## src/common/scc_pkg.sv

```systemverilog
// Shared constants and helpers for the system clock source controller.
package scc_pkg;

  // Word index width of the Wishbone address (byte address bits 11..2).
  localparam int SCC_INDEX_WIDTH = 10;

  // Register indexes; the byte address is four times the index.
  localparam logic [SCC_INDEX_WIDTH-1:0] SCC_CLOCK_CONTROL_INDEX = 10'h0d8;
  localparam logic [SCC_INDEX_WIDTH-1:0] SCC_TRANSIENT_INDEX     = 10'h0e5;
  localparam logic [SCC_INDEX_WIDTH-1:0] SCC_STATUS_INDEX        = 10'h040;

  // Clock control field positions.
  localparam int SCC_SLOW_SOURCE_BIT   = 7;
  localparam int SCC_FAST_SOURCE_BIT   = 6;
  localparam int SCC_SLOW_STOP_BIT     = 5;
  localparam int SCC_PERIPH_GATE_BIT   = 4;
  localparam int SCC_FAST_STOP_BIT     = 3;
  localparam int SCC_SYSTEM_SOURCE_BIT = 2;
  localparam int SCC_DIVIDER_MSB       = 1;
  localparam int SCC_DIVIDER_LSB       = 0;

  // Transient detector control field positions.
  localparam int SCC_DET2_ENABLE_BIT   = 7;
  localparam int SCC_DET1_ENABLE_BIT   = 6;
  localparam int SCC_DET1_SENS_MSB     = 5;
  localparam int SCC_DET1_SENS_LSB     = 4;
  localparam int SCC_FORCE_SLOW_BIT    = 3;
  localparam int SCC_CPU_WAIT_BIT      = 2;

  // Status field positions.
  localparam int SCC_STAT_FAST_ACTIVE_BIT = 0;
  localparam int SCC_STAT_TRANSIENT_BIT   = 1;
  localparam int SCC_STAT_FORCED_BIT      = 2;

  // Reset values.
  localparam logic [7:0] SCC_CLOCK_CONTROL_RESET = 8'h23;
  localparam logic [7:0] SCC_TRANSIENT_RESET     = 8'h00;
  localparam logic [7:0] SCC_TRANSIENT_WR_MASK   = 8'hfc;

  // Divider codes.
  localparam logic [1:0] SCC_DIV16_CODE = 2'h0;
  localparam logic [1:0] SCC_DIV4_CODE  = 2'h1;
  localparam logic [1:0] SCC_DIV2_CODE  = 2'h2;
  localparam logic [1:0] SCC_DIV1_CODE  = 2'h3;

  // Longest delay, in source clock cycles, before a new ratio applies.
  localparam int SCC_RATIO_SETTLE_CYCLES = 16;

  // Number of asynchronous pin inputs that are synchronised.
  localparam int SCC_PIN_COUNT = 6;

  // Returns the last count value of one output period for a divider code.
  function automatic logic [3:0] scc_div_last(input logic [1:0] code);
    logic [3:0] last;
    last = 4'h0;
    unique case (code)
      SCC_DIV16_CODE: last = 4'hf;
      SCC_DIV4_CODE:  last = 4'h3;
      SCC_DIV2_CODE:  last = 4'h1;
      SCC_DIV1_CODE:  last = 4'h0;
    endcase
    return last;
  endfunction

endpackage

```

## src/verilog/scc_top.sv

```systemverilog
// System clock source controller with Wishbone register access.
//
// Operation
// - Slow source bit writable only in fast mode.
// - Fast source bit writable only in slow mode.
// - Fast crystal: high gain, claim crystal pins.
// - Slow stop bit halts slow clock in stop.
// - Peripheral gate bit stops timer clocks in idle.
// - Fast stop bit, writable only in slow mode.
// - System source bit, writable only fast running.
// - Divider field 00/01/10/11 gives 16/4/2/1.
// - New ratio applies within sixteen source cycles.
// - Detector enables and detector one sensitivity.
// - Force slow clock while transient detected.
// - Hold processor waiting while transient detected.
`timescale 1ns/1ps
`default_nettype none
module scc_top
  import scc_pkg::*;
(
  // Clock and reset.
  input  wire logic        clock_in,
  input  wire logic        sys_rst_in,
  // Wishbone classic slave.
  input  wire logic        wb_cyc_in,
  input  wire logic        wb_stb_in,
  input  wire logic        wb_we_in,
  input  wire logic [11:0] wb_adr_in,
  input  wire logic [3:0]  wb_sel_in,
  input  wire logic [31:0] wb_dat_in,
  output logic [31:0]      wb_dat_out,
  output logic             wb_ack_out,
  // Oscillator clock pins, sampled as tick sources.
  input  wire logic        slow_rc_osc_in,
  input  wire logic        slow_crystal_in,
  input  wire logic        fast_rc_osc_in,
  input  wire logic        fast_crystal_in,
  // Transient detector pins.
  input  wire logic        transient_detector1_in,
  input  wire logic        transient_detector2_in,
  // Power modes from the processor core.
  input  wire logic        stop_mode_in,
  input  wire logic        idle_mode_in,
  // Oscillator and pad control.
  output logic             slow_osc_enable_out,
  output logic             fast_osc_enable_out,
  output logic             slow_crystal_select_out,
  output logic             fast_crystal_select_out,
  output logic             crystal_high_gain_out,
  output logic             crystal_pins_claim_out,
  // Detector control.
  output logic             transient_detector1_enable_out,
  output logic             transient_detector2_enable_out,
  output logic [1:0]       transient_detector1_sensitivity_out,
  output logic             transient_cpu_wait_out,
  // System and peripheral clock enables.
  output logic             system_tick_out,
  output logic             peripheral_tick_out
);

  // Register state.
  logic [7:0] clock_control_reg;   // Clock control register.
  logic [7:0] transient_reg;       // Transient detector control register.

  // Named views of the clock control fields.
  logic       slow_source_select;      // Slow source: rc or crystal.
  logic       fast_source_select;      // Fast source: rc or crystal.
  logic       slow_osc_stop_in_stop;   // Halt slow oscillator in stop.
  logic       peripheral_gate_in_idle; // Gate peripherals in idle.
  logic       fast_osc_stop;           // Stop the fast oscillator.
  logic       system_source_select;    // Requested system source.
  logic [1:0] system_divider;          // Prescaler code.

  // Named views of the transient fields.
  logic       transient_force_slow;    // Force slow clock on transient.
  logic       transient_cpu_wait;      // Stall processor on transient.

  // Pin synchronisers and edge detection.
  logic [SCC_PIN_COUNT-1:0] pin_meta_reg;   // First synchroniser stage.
  logic [SCC_PIN_COUNT-1:0] pin_sync_reg;   // Second synchroniser stage.
  logic [SCC_PIN_COUNT-1:0] pin_prev_reg;   // Delayed copy for edges.
  logic [SCC_PIN_COUNT-1:0] pin_rise;       // Rising edge of each pin.

  // Clock path.
  logic       transient_active;   // Any enabled detector is firing.
  logic       want_fast;          // Source that software and detectors ask for.
  logic       fast_active_reg;    // Source that the divider is counting now.
  logic       slow_tick;          // Tick of the chosen slow source.
  logic       fast_tick;          // Tick of the chosen fast source.
  logic       src_tick;           // Tick of the active source.
  logic       div_tick;           // Output tick of the prescaler.
  logic       switch_now;         // Source change taken at a period edge.

  // Bus decode.
  logic                       bus_req;     // A new request awaits an answer.
  logic                       bus_write;   // A new write to the low byte lane.
  logic [SCC_INDEX_WIDTH-1:0] bus_index;   // Word index of the request.
  logic [7:0]                 wr_byte;     // Written byte.
  logic [7:0]                 cc_next;     // Clock control after a write.
  logic [7:0]                 status_byte; // Live status view.

  assign slow_source_select      = clock_control_reg[SCC_SLOW_SOURCE_BIT];
  assign fast_source_select      = clock_control_reg[SCC_FAST_SOURCE_BIT];
  assign slow_osc_stop_in_stop   = clock_control_reg[SCC_SLOW_STOP_BIT];
  assign peripheral_gate_in_idle = clock_control_reg[SCC_PERIPH_GATE_BIT];
  assign fast_osc_stop           = clock_control_reg[SCC_FAST_STOP_BIT];
  assign system_source_select    = clock_control_reg[SCC_SYSTEM_SOURCE_BIT];
  assign system_divider          = clock_control_reg[SCC_DIVIDER_MSB:SCC_DIVIDER_LSB];
  assign transient_force_slow    = transient_reg[SCC_FORCE_SLOW_BIT];
  assign transient_cpu_wait      = transient_reg[SCC_CPU_WAIT_BIT];

  // Every pin passes two flip-flops before logic reads it; the third stage
  // only serves edge detection on the settled value.
  genvar pin_idx;
  generate
    for (pin_idx = 0; pin_idx < SCC_PIN_COUNT; pin_idx++) begin : g_pin_sync
      always_ff @(posedge clock_in) begin
        if (sys_rst_in) begin
          pin_meta_reg[pin_idx] <= 1'b0;
          pin_sync_reg[pin_idx] <= 1'b0;
          pin_prev_reg[pin_idx] <= 1'b0;
        end else begin
          pin_meta_reg[pin_idx] <= (pin_idx == 0) ? slow_rc_osc_in :
                                   (pin_idx == 1) ? slow_crystal_in :
                                   (pin_idx == 2) ? fast_rc_osc_in :
                                   (pin_idx == 3) ? fast_crystal_in :
                                   (pin_idx == 4) ? transient_detector1_in :
                                                    transient_detector2_in;
          pin_sync_reg[pin_idx] <= pin_meta_reg[pin_idx];
          pin_prev_reg[pin_idx] <= pin_sync_reg[pin_idx];
        end
      end
      assign pin_rise[pin_idx] = pin_sync_reg[pin_idx] & ~pin_prev_reg[pin_idx];
    end
  endgenerate

  // A transient counts only from a detector that software has enabled.
  assign transient_active =
    (transient_reg[SCC_DET1_ENABLE_BIT] & pin_sync_reg[4]) |
    (transient_reg[SCC_DET2_ENABLE_BIT] & pin_sync_reg[5]);

  // The forced slow request overrides the software choice.
  assign want_fast = system_source_select &
                     ~(transient_force_slow & transient_active);

  // Pick the crystal or rc tick of each class.
  assign slow_tick = slow_source_select ? pin_rise[1] : pin_rise[0];
  assign fast_tick = fast_source_select ? pin_rise[3] : pin_rise[2];
  assign src_tick  = fast_active_reg ? fast_tick : slow_tick;

  // A source change waits for the end of a system period, so the output
  // never carries a fragment of either source's period.
  // A stopped old oscillator never ends its period, so its disable
  // lets the change through at once.
  assign switch_now = (want_fast != fast_active_reg) &
                      (div_tick | ~(fast_active_reg ? fast_osc_enable_out
                                                    : slow_osc_enable_out));

  // Tracks which source the prescaler is counting.
  // Status reads this flop, not the register bit, so software can see
  // when a requested change has really been made.
  always_ff @(posedge clock_in) begin
    if (sys_rst_in) begin
      fast_active_reg <= 1'b0;
    end else if (switch_now) begin
      fast_active_reg <= want_fast;
    end
  end

  // Prescaler on the active source; restarted when the source changes.
  scc_clk_divider u_divider (
    .clock_in      (clock_in),
    .sys_rst_in    (sys_rst_in),
    .src_tick_in   (src_tick),
    .ratio_code_in (system_divider),
    .restart_in    (switch_now),
    .tick_out      (div_tick)
  );

  // System and peripheral tick enables, registered for clean outputs.
  always_ff @(posedge clock_in) begin
    if (sys_rst_in) begin
      system_tick_out     <= 1'b0;
      peripheral_tick_out <= 1'b0;
    end else begin
      system_tick_out     <= div_tick;
      // Peripheral clocks stop in idle when the gate bit is set.
      peripheral_tick_out <= div_tick &
                             ~(idle_mode_in & peripheral_gate_in_idle);
    end
  end

  // Oscillator, pad and detector controls.
  // Each control is a flop, so pads never see decode glitches.
  always_ff @(posedge clock_in) begin
    if (sys_rst_in) begin
      slow_osc_enable_out                 <= 1'b1;
      fast_osc_enable_out                 <= 1'b1;
      slow_crystal_select_out             <= 1'b0;
      fast_crystal_select_out             <= 1'b0;
      crystal_high_gain_out               <= 1'b0;
      crystal_pins_claim_out              <= 1'b0;
      transient_detector1_enable_out      <= 1'b0;
      transient_detector2_enable_out      <= 1'b0;
      transient_detector1_sensitivity_out <= 2'h0;
      transient_cpu_wait_out              <= 1'b0;
    end else begin
      slow_osc_enable_out     <= ~(stop_mode_in & slow_osc_stop_in_stop);
      fast_osc_enable_out     <= ~fast_osc_stop;
      slow_crystal_select_out <= slow_source_select;
      fast_crystal_select_out <= fast_source_select;
      crystal_high_gain_out   <= fast_source_select;
      crystal_pins_claim_out  <= fast_source_select | slow_source_select;
      transient_detector1_enable_out <= transient_reg[SCC_DET1_ENABLE_BIT];
      transient_detector2_enable_out <= transient_reg[SCC_DET2_ENABLE_BIT];
      transient_detector1_sensitivity_out <=
        transient_reg[SCC_DET1_SENS_MSB:SCC_DET1_SENS_LSB];
      transient_cpu_wait_out  <= transient_cpu_wait & transient_active;
    end
  end

  // Bus request decode: a request is new while ack has not been given.
  // Masking with ack keeps a held strobe from being taken twice, so
  // each request is answered once if the master drops it in the cycle after ack.
  assign bus_req   = wb_cyc_in & wb_stb_in & ~wb_ack_out;
  assign bus_write = bus_req & wb_we_in & wb_sel_in[0];
  assign bus_index = wb_adr_in[11:2];
  assign wr_byte   = wb_dat_in[7:0];

  // Guarded write of the clock control register; each protected bit keeps
  // its value unless the system is in the mode that allows the change.
  // The guards use the value before this write, so one write can never
  // unlock a protected bit and change it in the same cycle.
  always_comb begin
    cc_next = clock_control_reg;
    if (system_source_select) begin
      cc_next[SCC_SLOW_SOURCE_BIT] = wr_byte[SCC_SLOW_SOURCE_BIT];
    end
    if (!system_source_select) begin
      cc_next[SCC_FAST_SOURCE_BIT] = wr_byte[SCC_FAST_SOURCE_BIT];
      cc_next[SCC_FAST_STOP_BIT]   = wr_byte[SCC_FAST_STOP_BIT];
    end
    if (!fast_osc_stop) begin
      cc_next[SCC_SYSTEM_SOURCE_BIT] = wr_byte[SCC_SYSTEM_SOURCE_BIT];
    end
    cc_next[SCC_SLOW_STOP_BIT]   = wr_byte[SCC_SLOW_STOP_BIT];
    cc_next[SCC_PERIPH_GATE_BIT] = wr_byte[SCC_PERIPH_GATE_BIT];
    cc_next[SCC_DIVIDER_MSB:SCC_DIVIDER_LSB] =
      wr_byte[SCC_DIVIDER_MSB:SCC_DIVIDER_LSB];
  end

  // Clock control register.
  always_ff @(posedge clock_in) begin
    if (sys_rst_in) begin
      clock_control_reg <= SCC_CLOCK_CONTROL_RESET;
    end else if (bus_write && bus_index == SCC_CLOCK_CONTROL_INDEX) begin
      clock_control_reg <= cc_next;
    end
  end

  // Transient detector control register; the low two bits stay zero.
  always_ff @(posedge clock_in) begin
    if (sys_rst_in) begin
      transient_reg <= SCC_TRANSIENT_RESET;
    end else if (bus_write && bus_index == SCC_TRANSIENT_INDEX) begin
      transient_reg <= wr_byte & SCC_TRANSIENT_WR_MASK;
    end
  end

  // Live status of the clock path.
  // The upper bits read zero and the view has no write path.
  always_comb begin
    status_byte = 8'h00;
    status_byte[SCC_STAT_FAST_ACTIVE_BIT] = fast_active_reg;
    status_byte[SCC_STAT_TRANSIENT_BIT]   = transient_active;
    status_byte[SCC_STAT_FORCED_BIT]      = transient_force_slow & transient_active;
  end

  // Acknowledge one cycle after the request and drop it the cycle after;
  // unmapped indexes read zero and ignore writes.
  always_ff @(posedge clock_in) begin
    if (sys_rst_in) begin
      wb_ack_out <= 1'b0;
      wb_dat_out <= 32'h0000_0000;
    end else begin
      wb_ack_out <= bus_req;
      if (bus_req) begin
        if (bus_index == SCC_CLOCK_CONTROL_INDEX) begin
          wb_dat_out <= {24'h000000, clock_control_reg};
        end else if (bus_index == SCC_TRANSIENT_INDEX) begin
          wb_dat_out <= {24'h000000, transient_reg};
        end else if (bus_index == SCC_STATUS_INDEX) begin
          wb_dat_out <= {24'h000000, status_byte};
        end else begin
          wb_dat_out <= 32'h0000_0000;
        end
      end
    end
  end

endmodule
`default_nettype wire

```

## src/verilog/scc_clk_divider.sv

```systemverilog
// Prescaler that turns source clock ticks into system clock ticks.
`timescale 1ns/1ps
`default_nettype none
module scc_clk_divider
  import scc_pkg::*;
(
  // Clock and reset.
  input  wire logic       clock_in,
  input  wire logic       sys_rst_in,
  // Source tick and ratio.
  input  wire logic       src_tick_in,
  input  wire logic [1:0] ratio_code_in,
  input  wire logic       restart_in,
  // Output tick.
  output logic            tick_out
);

  logic [3:0] count_reg;  // Source ticks seen in the current period.
  logic [3:0] last_reg;   // Terminal count of the period now running.

  // The ratio is reloaded only at the end of a full period or on a restart, which
  // also clears the count, so no short output period is ever produced; the longest wait is one 16-tick period.
  always_ff @(posedge clock_in) begin
    if (sys_rst_in) begin
      count_reg <= 4'h0;
      last_reg  <= scc_div_last(SCC_DIV1_CODE);
      tick_out  <= 1'b0;
    end else if (restart_in) begin
      count_reg <= 4'h0;
      last_reg  <= scc_div_last(ratio_code_in);
      tick_out  <= 1'b0;
    end else if (src_tick_in) begin
      if (count_reg == last_reg) begin
        count_reg <= 4'h0;
        last_reg  <= scc_div_last(ratio_code_in);
        tick_out  <= 1'b1;
      end else begin
        count_reg <= count_reg + 4'h1;
        tick_out  <= 1'b0;
      end
    end else begin
      tick_out <= 1'b0;
    end
  end

endmodule
`default_nettype wire

```

## config.mk

```make
export PLATFORM = sky130hd
export DESIGN_NAME = scc_top
export DESIGN_NICKNAME = d
export VERILOG_FILES = /design/src/common/scc_pkg.sv /design/src/verilog/scc_top.sv /design/src/verilog/scc_clk_divider.sv
export SDC_FILE = /design/constraint.sdc
export NUM_CORES = 1
export LEC_CHECK = 0
export BUFFER_PORTS_ARGS = -buffer_cell sky130_fd_sc_hd__buf_2
export CAP_MARGIN = 40
export CORE_UTILIZATION = 50
export DETAILED_ROUTE_END_ITERATION = 6
export PLACE_DENSITY = 0.91
export SLEW_MARGIN = 20
export SYNTH_ARGS = -nofsm -noshare
export SYNTH_HDL_FRONTEND = slang
export SYNTH_SLANG_ARGS = --single-unit
```

## constraint.sdc

```tcl
create_clock -name clock_in -period 3.05 [get_ports clock_in]
set_input_delay 0.305 -clock clock_in [delete_from_list [all_inputs] [get_ports clock_in]]
set_output_delay 0.305 -clock clock_in [all_outputs]
set_load 0.01 [all_outputs]
```

* After elaboration in Yosys (flattened, before gate mapping)
Index checks and enable logic that the tools add are counted. Widths: inputs -> output; s select.
Word-level totals: bits in registers 85, bits of input ports 61, output and inout bits 46, logic and storage cells 103
Cells by class: $add $sub $neg 1, equal/unequal tests 8, muxes and demuxes 13, bitwise logic cells 32, reductions and logical operators 11
Operators by type and width (number):
- $eq 10x8->1 const B | 2
- $and 1x1->1 | 17
- $mux 4 | 4
- $mux 8 | 2
- $pmux 4 s4 | 1
- $not 1->1 | 12
- $eq 10x7->1 const B | 1
- $reduce_and 2->1 | 4
- $mux 1 | 5
- $add 4x1->4 const B | 1
- $eq 2x2->1 const B | 2
- $eq 4x4->1 | 1
- $reduce_bool 2->1 | 2
- $mux 3 | 1
- $or 1x1->1 | 3
- $reduce_or 3->1 | 1
- $eq 2x1->1 const B | 1
- $logic_and 1x1->1 | 2
- $logic_not 2->1 | 1
- $reduce_or 2->1 | 1
- $ne 1x1->1 | 1

* Depth between registers and ports, before layout
depth in word-level cells 9, gate-level depth with buffers 7

* By module
From an unflattened synthesis, not the netlist that was laid out.
Unflattened totals: cells, all modules 258, area, all modules 2454.9 um2
Modules (own cells, without submodules):
- scc_top | instances 1, cells an instance 223, area an instance 2078.2 um2, sequential area each 1041.0 um2
- scc_clk_divider | instances 1, cells an instance 35, area an instance 376.6 um2, sequential area each 160.2 um2

* Least setup slack after synthesis
No wires, ideal clock.
path kind register -> register, start point reg clock_control_reg[6], end point reg u_divider.last_reg[2], arrival 1.505 ns, required time 2.954 ns, slack 1.450 ns, stages on the path, launching flop included 6, buffers on the path 1, period minus slack after synthesis 1.600 ns, cells stage by stage dfxtp_1 > o311a_1 > or3_1 > buf_6 > and2_4 > o41ai_2
Between the ends: cells in the longest elaborated chain, start to end 4
Ends and longest elaborated chain:
- from (decl) | RTL line scc_top.sv:62 | logic [7:0] clock_control_reg;
- from (signal assigned) | RTL line scc_top.sv:257 | clock_control_reg <= cc_next;
- $mux 1 | RTL line scc_top.sv:148 | assign fast_tick = fast_source_select ? pin_rise[3] : pin_rise[2];
- $mux 1 | RTL line scc_top.sv:149 | assign src_tick = fast_active_reg ? fast_tick : slow_tick;
- $reduce_bool 2->1 (no line)
- $reduce_and 2->1 (no line)
- to (signal assigned) | RTL line scc_clk_divider.sv:26 | last_reg <= scc_div_last(SCC_DIV1_CODE);
- to (signal assigned) | RTL line scc_clk_divider.sv:30 | last_reg <= scc_div_last(ratio_code_in);
- to (signal assigned) | RTL line scc_clk_divider.sv:35 | last_reg <= scc_div_last(ratio_code_in);
- to (decl) | RTL line scc_clk_divider.sv:19 | logic [3:0] last_reg;
No other way between the ends. A chain may end at the register's enable or synchronous reset.

* Worst setup path in the final report
start point reg transient_reg[6], end point reg u_divider.last_reg[1]
Between the ends: cells in the longest elaborated chain, start to end 9
Ends and longest elaborated chain:
- from (decl) | RTL line scc_top.sv:63 | logic [7:0] transient_reg;
- from (signal assigned) | RTL line scc_top.sv:266 | transient_reg <= wr_byte & SCC_TRANSIENT_WR_MASK;
- $and 1x1->1 * | RTL line scc_top.sv:139 | (transient_reg[SCC_DET1_ENABLE_BIT] & pin_sync_reg[4]) |
- $or 1x1->1 * | RTL line scc_top.sv:139
- $and 1x1->1 * | RTL line scc_top.sv:144 | ~(transient_force_slow & transient_active);
- $not 1->1 * | RTL line scc_top.sv:144
- $and 1x1->1 * | RTL line scc_top.sv:143 | assign want_fast = system_source_select &
- $ne 1x1->1 * | RTL line scc_top.sv:155 | assign switch_now = (want_fast != fast_active_reg) &
- $and 1x1->1 * | RTL line scc_top.sv:155
- $reduce_bool 2->1 (no line)
- $reduce_and 2->1 (no line)
Mark *: on every way between the ends. The rest lies on a longest branch, timed or not.

==> qor.yml <==
place_congestion: 0.819
peakVddDrop_mv: 0.410
synth_fa_ha_area_share_pct: 0.511
drive_gt1_share_pct: 23.7
slew_violations: 0
syn_inst: 259
synthXorXnorAreaFrac_pct: 1.79
cts_buffer_depth: 2
top_usage_layer: "met2"
fin_crit_ns: 1.89
synth.top_cell.area_share_pct: 49.1
cp_top_family: "multiplexers"
ys_types: 41
ys_warn_count: 0
synth_mux_area_share_pct: 2.04
grt_pass1_wl_um: 7590
ys_seq_area_share_pct: 49.1
core_mm2: 0.00472
path_buf_inv: 0
grt_use_total_pct: 19.4
synth_top_family_by_area: "simple AND/OR/NAND/NOR gates"
vias: 1928
max_stage_delay_ns: 0.59
drt_iter0_drc: 133
path_max_fanout: 7
required_ns: 3.25
preCtsSetupSlack_ns: 1.07
grt_pass1_vias: 1740
cts_tree: "yes"
min_path_type: "primary input to flip-flop"
post_drt_via_cell_ratio: 5.03
criticalPathCategory: "flip-flop to flip-flop"
powerDensity_mw_per_mm2: 552
max_freq_mhz: 529
antenna_found_initial: 0
crit_path_top_delay_cell: "mux2i_1"
grt_max_degree: 39
ys_seq_elements: 60
antennaDiodeCount: 0
worstSetupEndpointType: "flip-flop"
cap_viol_max_count: 0
grt.overflow.total: 0
numCtsBuffers: 9
antenna_left: 0
rsz0062_at_grt: "false"
yosys.area.top_type: "dfxtp_1"
fp.dieW_um: 72.0
cts_setup_buffers: 0
synth.avg_cell_area_um2: 9.45
clk_latency_ns: 0.34
slew_headroom_pct: 58.6
cts.sinks: 60
area.growth.synth_to_final_pct: 16.3
firstDrtPassIters: 4
hold_violations: 0
initial_core_util_pct: 51.8
setup_viol: 0
cts_resized: 0
grt.met1_usage_pct: 23.7
die_h_um: 72.0
async_flop_share_pct: 0
io_pins: 107
use_met2_pct: 30.8
synth_compound_area_share_pct: 11.0
hpwlAfterDp_um: 3220
crit_arrival_ns: 2.09
cts_max_level: 3
worstSetupStartpointType: "flip-flop"
finalWorstSetupSlack_ns: 1.16
synth_edf_count: 0
io_buffer_count: 53
ys.flop_type: "dfxtp_1"
fin_skew_ns: 0.0100
cts_hold_buf: 0
synthTopCellsByArea: "dfxtp_1, buf_4, nor2b_1"
avgRoutedWirePerCell_um: 12.1
die_area_mm2: 0.00518
root_buffer: "clkbuf_8"
fin_crit_sh_pct: 61.9
path_cells: "a22oi_1, o21ai_0, mux2i_1, and2_4, o31ai_1"
drt_wl_total_um: 4640
synthesis.area_mm2: 0.00245
route.detailed.drc: 0
fillers: 391
total_leakage_power_nw: 1.20
row_count: 25
fin_setup_tns_ns: 0
grtUsageMet3_pct: 5.42
clkTransAtPathRegs_ns: 0.07
nNetsFinal: 373
status: "completed"
tightest_slew_ns: 0.604
power.total_mw: 1.57
synthSimpleGateAreaFrac_pct: 24.7
==> cell usage after synthesis, drive strengths merged, types with 3 or more instances <==
cell,count
a21oi,10
a22o,7
a22oi,7
a311oi,3
and2,3
buf,30
clkbuf,7
dfxtp,60
inv,5
mux2i,5
nand2,12
nand3,16
nand3b,8
nand4b,3
nor2,22
nor2b,21
nor3,7
nor3b,4
xnor2,5
==> report_power, final <==
part / switching, mW / internal [mW] / total, mW
clock: 0.309 / 0.372 / 0.681
sequential: 0.00528 / 0.797 / 0.803
combinational: 0.0531 / 0.0344 / 0.0875
total: 0.367 / 1.20 / 1.57
==> per-stage QoR <==
| step | utilization (%) | hold slack, ns | cells | instance area, um2 |
|---|---|---|---|---|
| after global placement | 56.2 | 0.417 | 367 | 2650 |
| final | 60.2 | 0.151 | 383 | 2850 |
| after detailed placement | 56.2 | 0.420 | 367 | 2650 |
| after floorplan | - | 0.384 | 282 | 2530 |
| after CTS | 60.2 | 0.144 | 383 | 2850 |
| after global routing | 60.2 | 0.151 | 383 | 2850 |
==> final timing paths <==
path	startpoint	end	slack, ns	depth (start not counted)
setup / recovery	transient_reg[6]$_SDFFE_PP0P_	u_divider.last_reg[1]$_SDFFE_PP0P_	1.16	5
hold / removal	idle_mode_in	peripheral_tick_out$_SDFF_PP0_	0.15	2
setup reg to reg	transient_reg[6]$_SDFFE_PP0P_	u_divider.last_reg[1]$_SDFFE_PP0P_	1.16	5
hold reg to reg	pin_meta_reg[1]$_SDFF_PP0_	pin_sync_reg[1]$_SDFF_PP0_	0.44	1
==> cell type report <==
| class | count | area (um2) | area share, % |
|---|---|---|---|
| clock buffer | 9 | 124 | 4.35 |
| clock inverter | 7 | 67.6 | 2.37 |
| sequential | 60 | 1200 | 42.2 |
| timing repair buffer | 55 | 280 | 9.85 |
| tap | 67 | 83.8 | 2.95 |
| multi-input combinational | 180 | 1070 | 37.6 |
| inverter | 5 | 18.8 | 0.660 |
==> cells by family after synthesis <==
logic type | Yosys count
AND/OR/NAND/NOR | 108
flip-flops | 60
buffers and inverters | 42
AO/OA/AOI/OAI | 37
XOR/XNOR | 5
multiplexers | 5
adder cells (fa/ha/maj) | 1
other | 1
==> cells in the final DEF, fill, tap and decap left out, types with 2 or more instances in the layout <==
cell	instances
dfxtp_1	60
buf_2	53
conb_1	24
nor2_1	22
nor2b_1	21
nand3_1	16
nand2_1	12
a21oi_1	10
clkbuf_8	9
nand3b_1	8
a22oi_1	7
nor3_1	7
a22o_1	7
inv_1	5
mux2i_1	5
xnor2_1	5
nor3b_1	4
a311oi_1	3
nand4b_1	3
clkinv_2	3
clkinvlp_4	3
o21ai_0	2
a31oi_1	2
a211oi_1	2
nand2b_1	2
nand4_1	2
and3_1	2
and2_1	2
buf_4	2
==> per-layer routing <==
| layer | up-vias | share of wire (%) | routed length, um |
|---|---|---|---|
| met3 | 9 | 6.2 | 287 |
| met2 | 81 | 45 | 2110 |
| li1 | 957 | - | - |
| met1 | 881 | 46 | 2150 |
| met5 | - | 0 | 0 |
| met4 | 0 | 2.1 | 96 |
No activity file was read; power rests on OpenSTA's default activity.
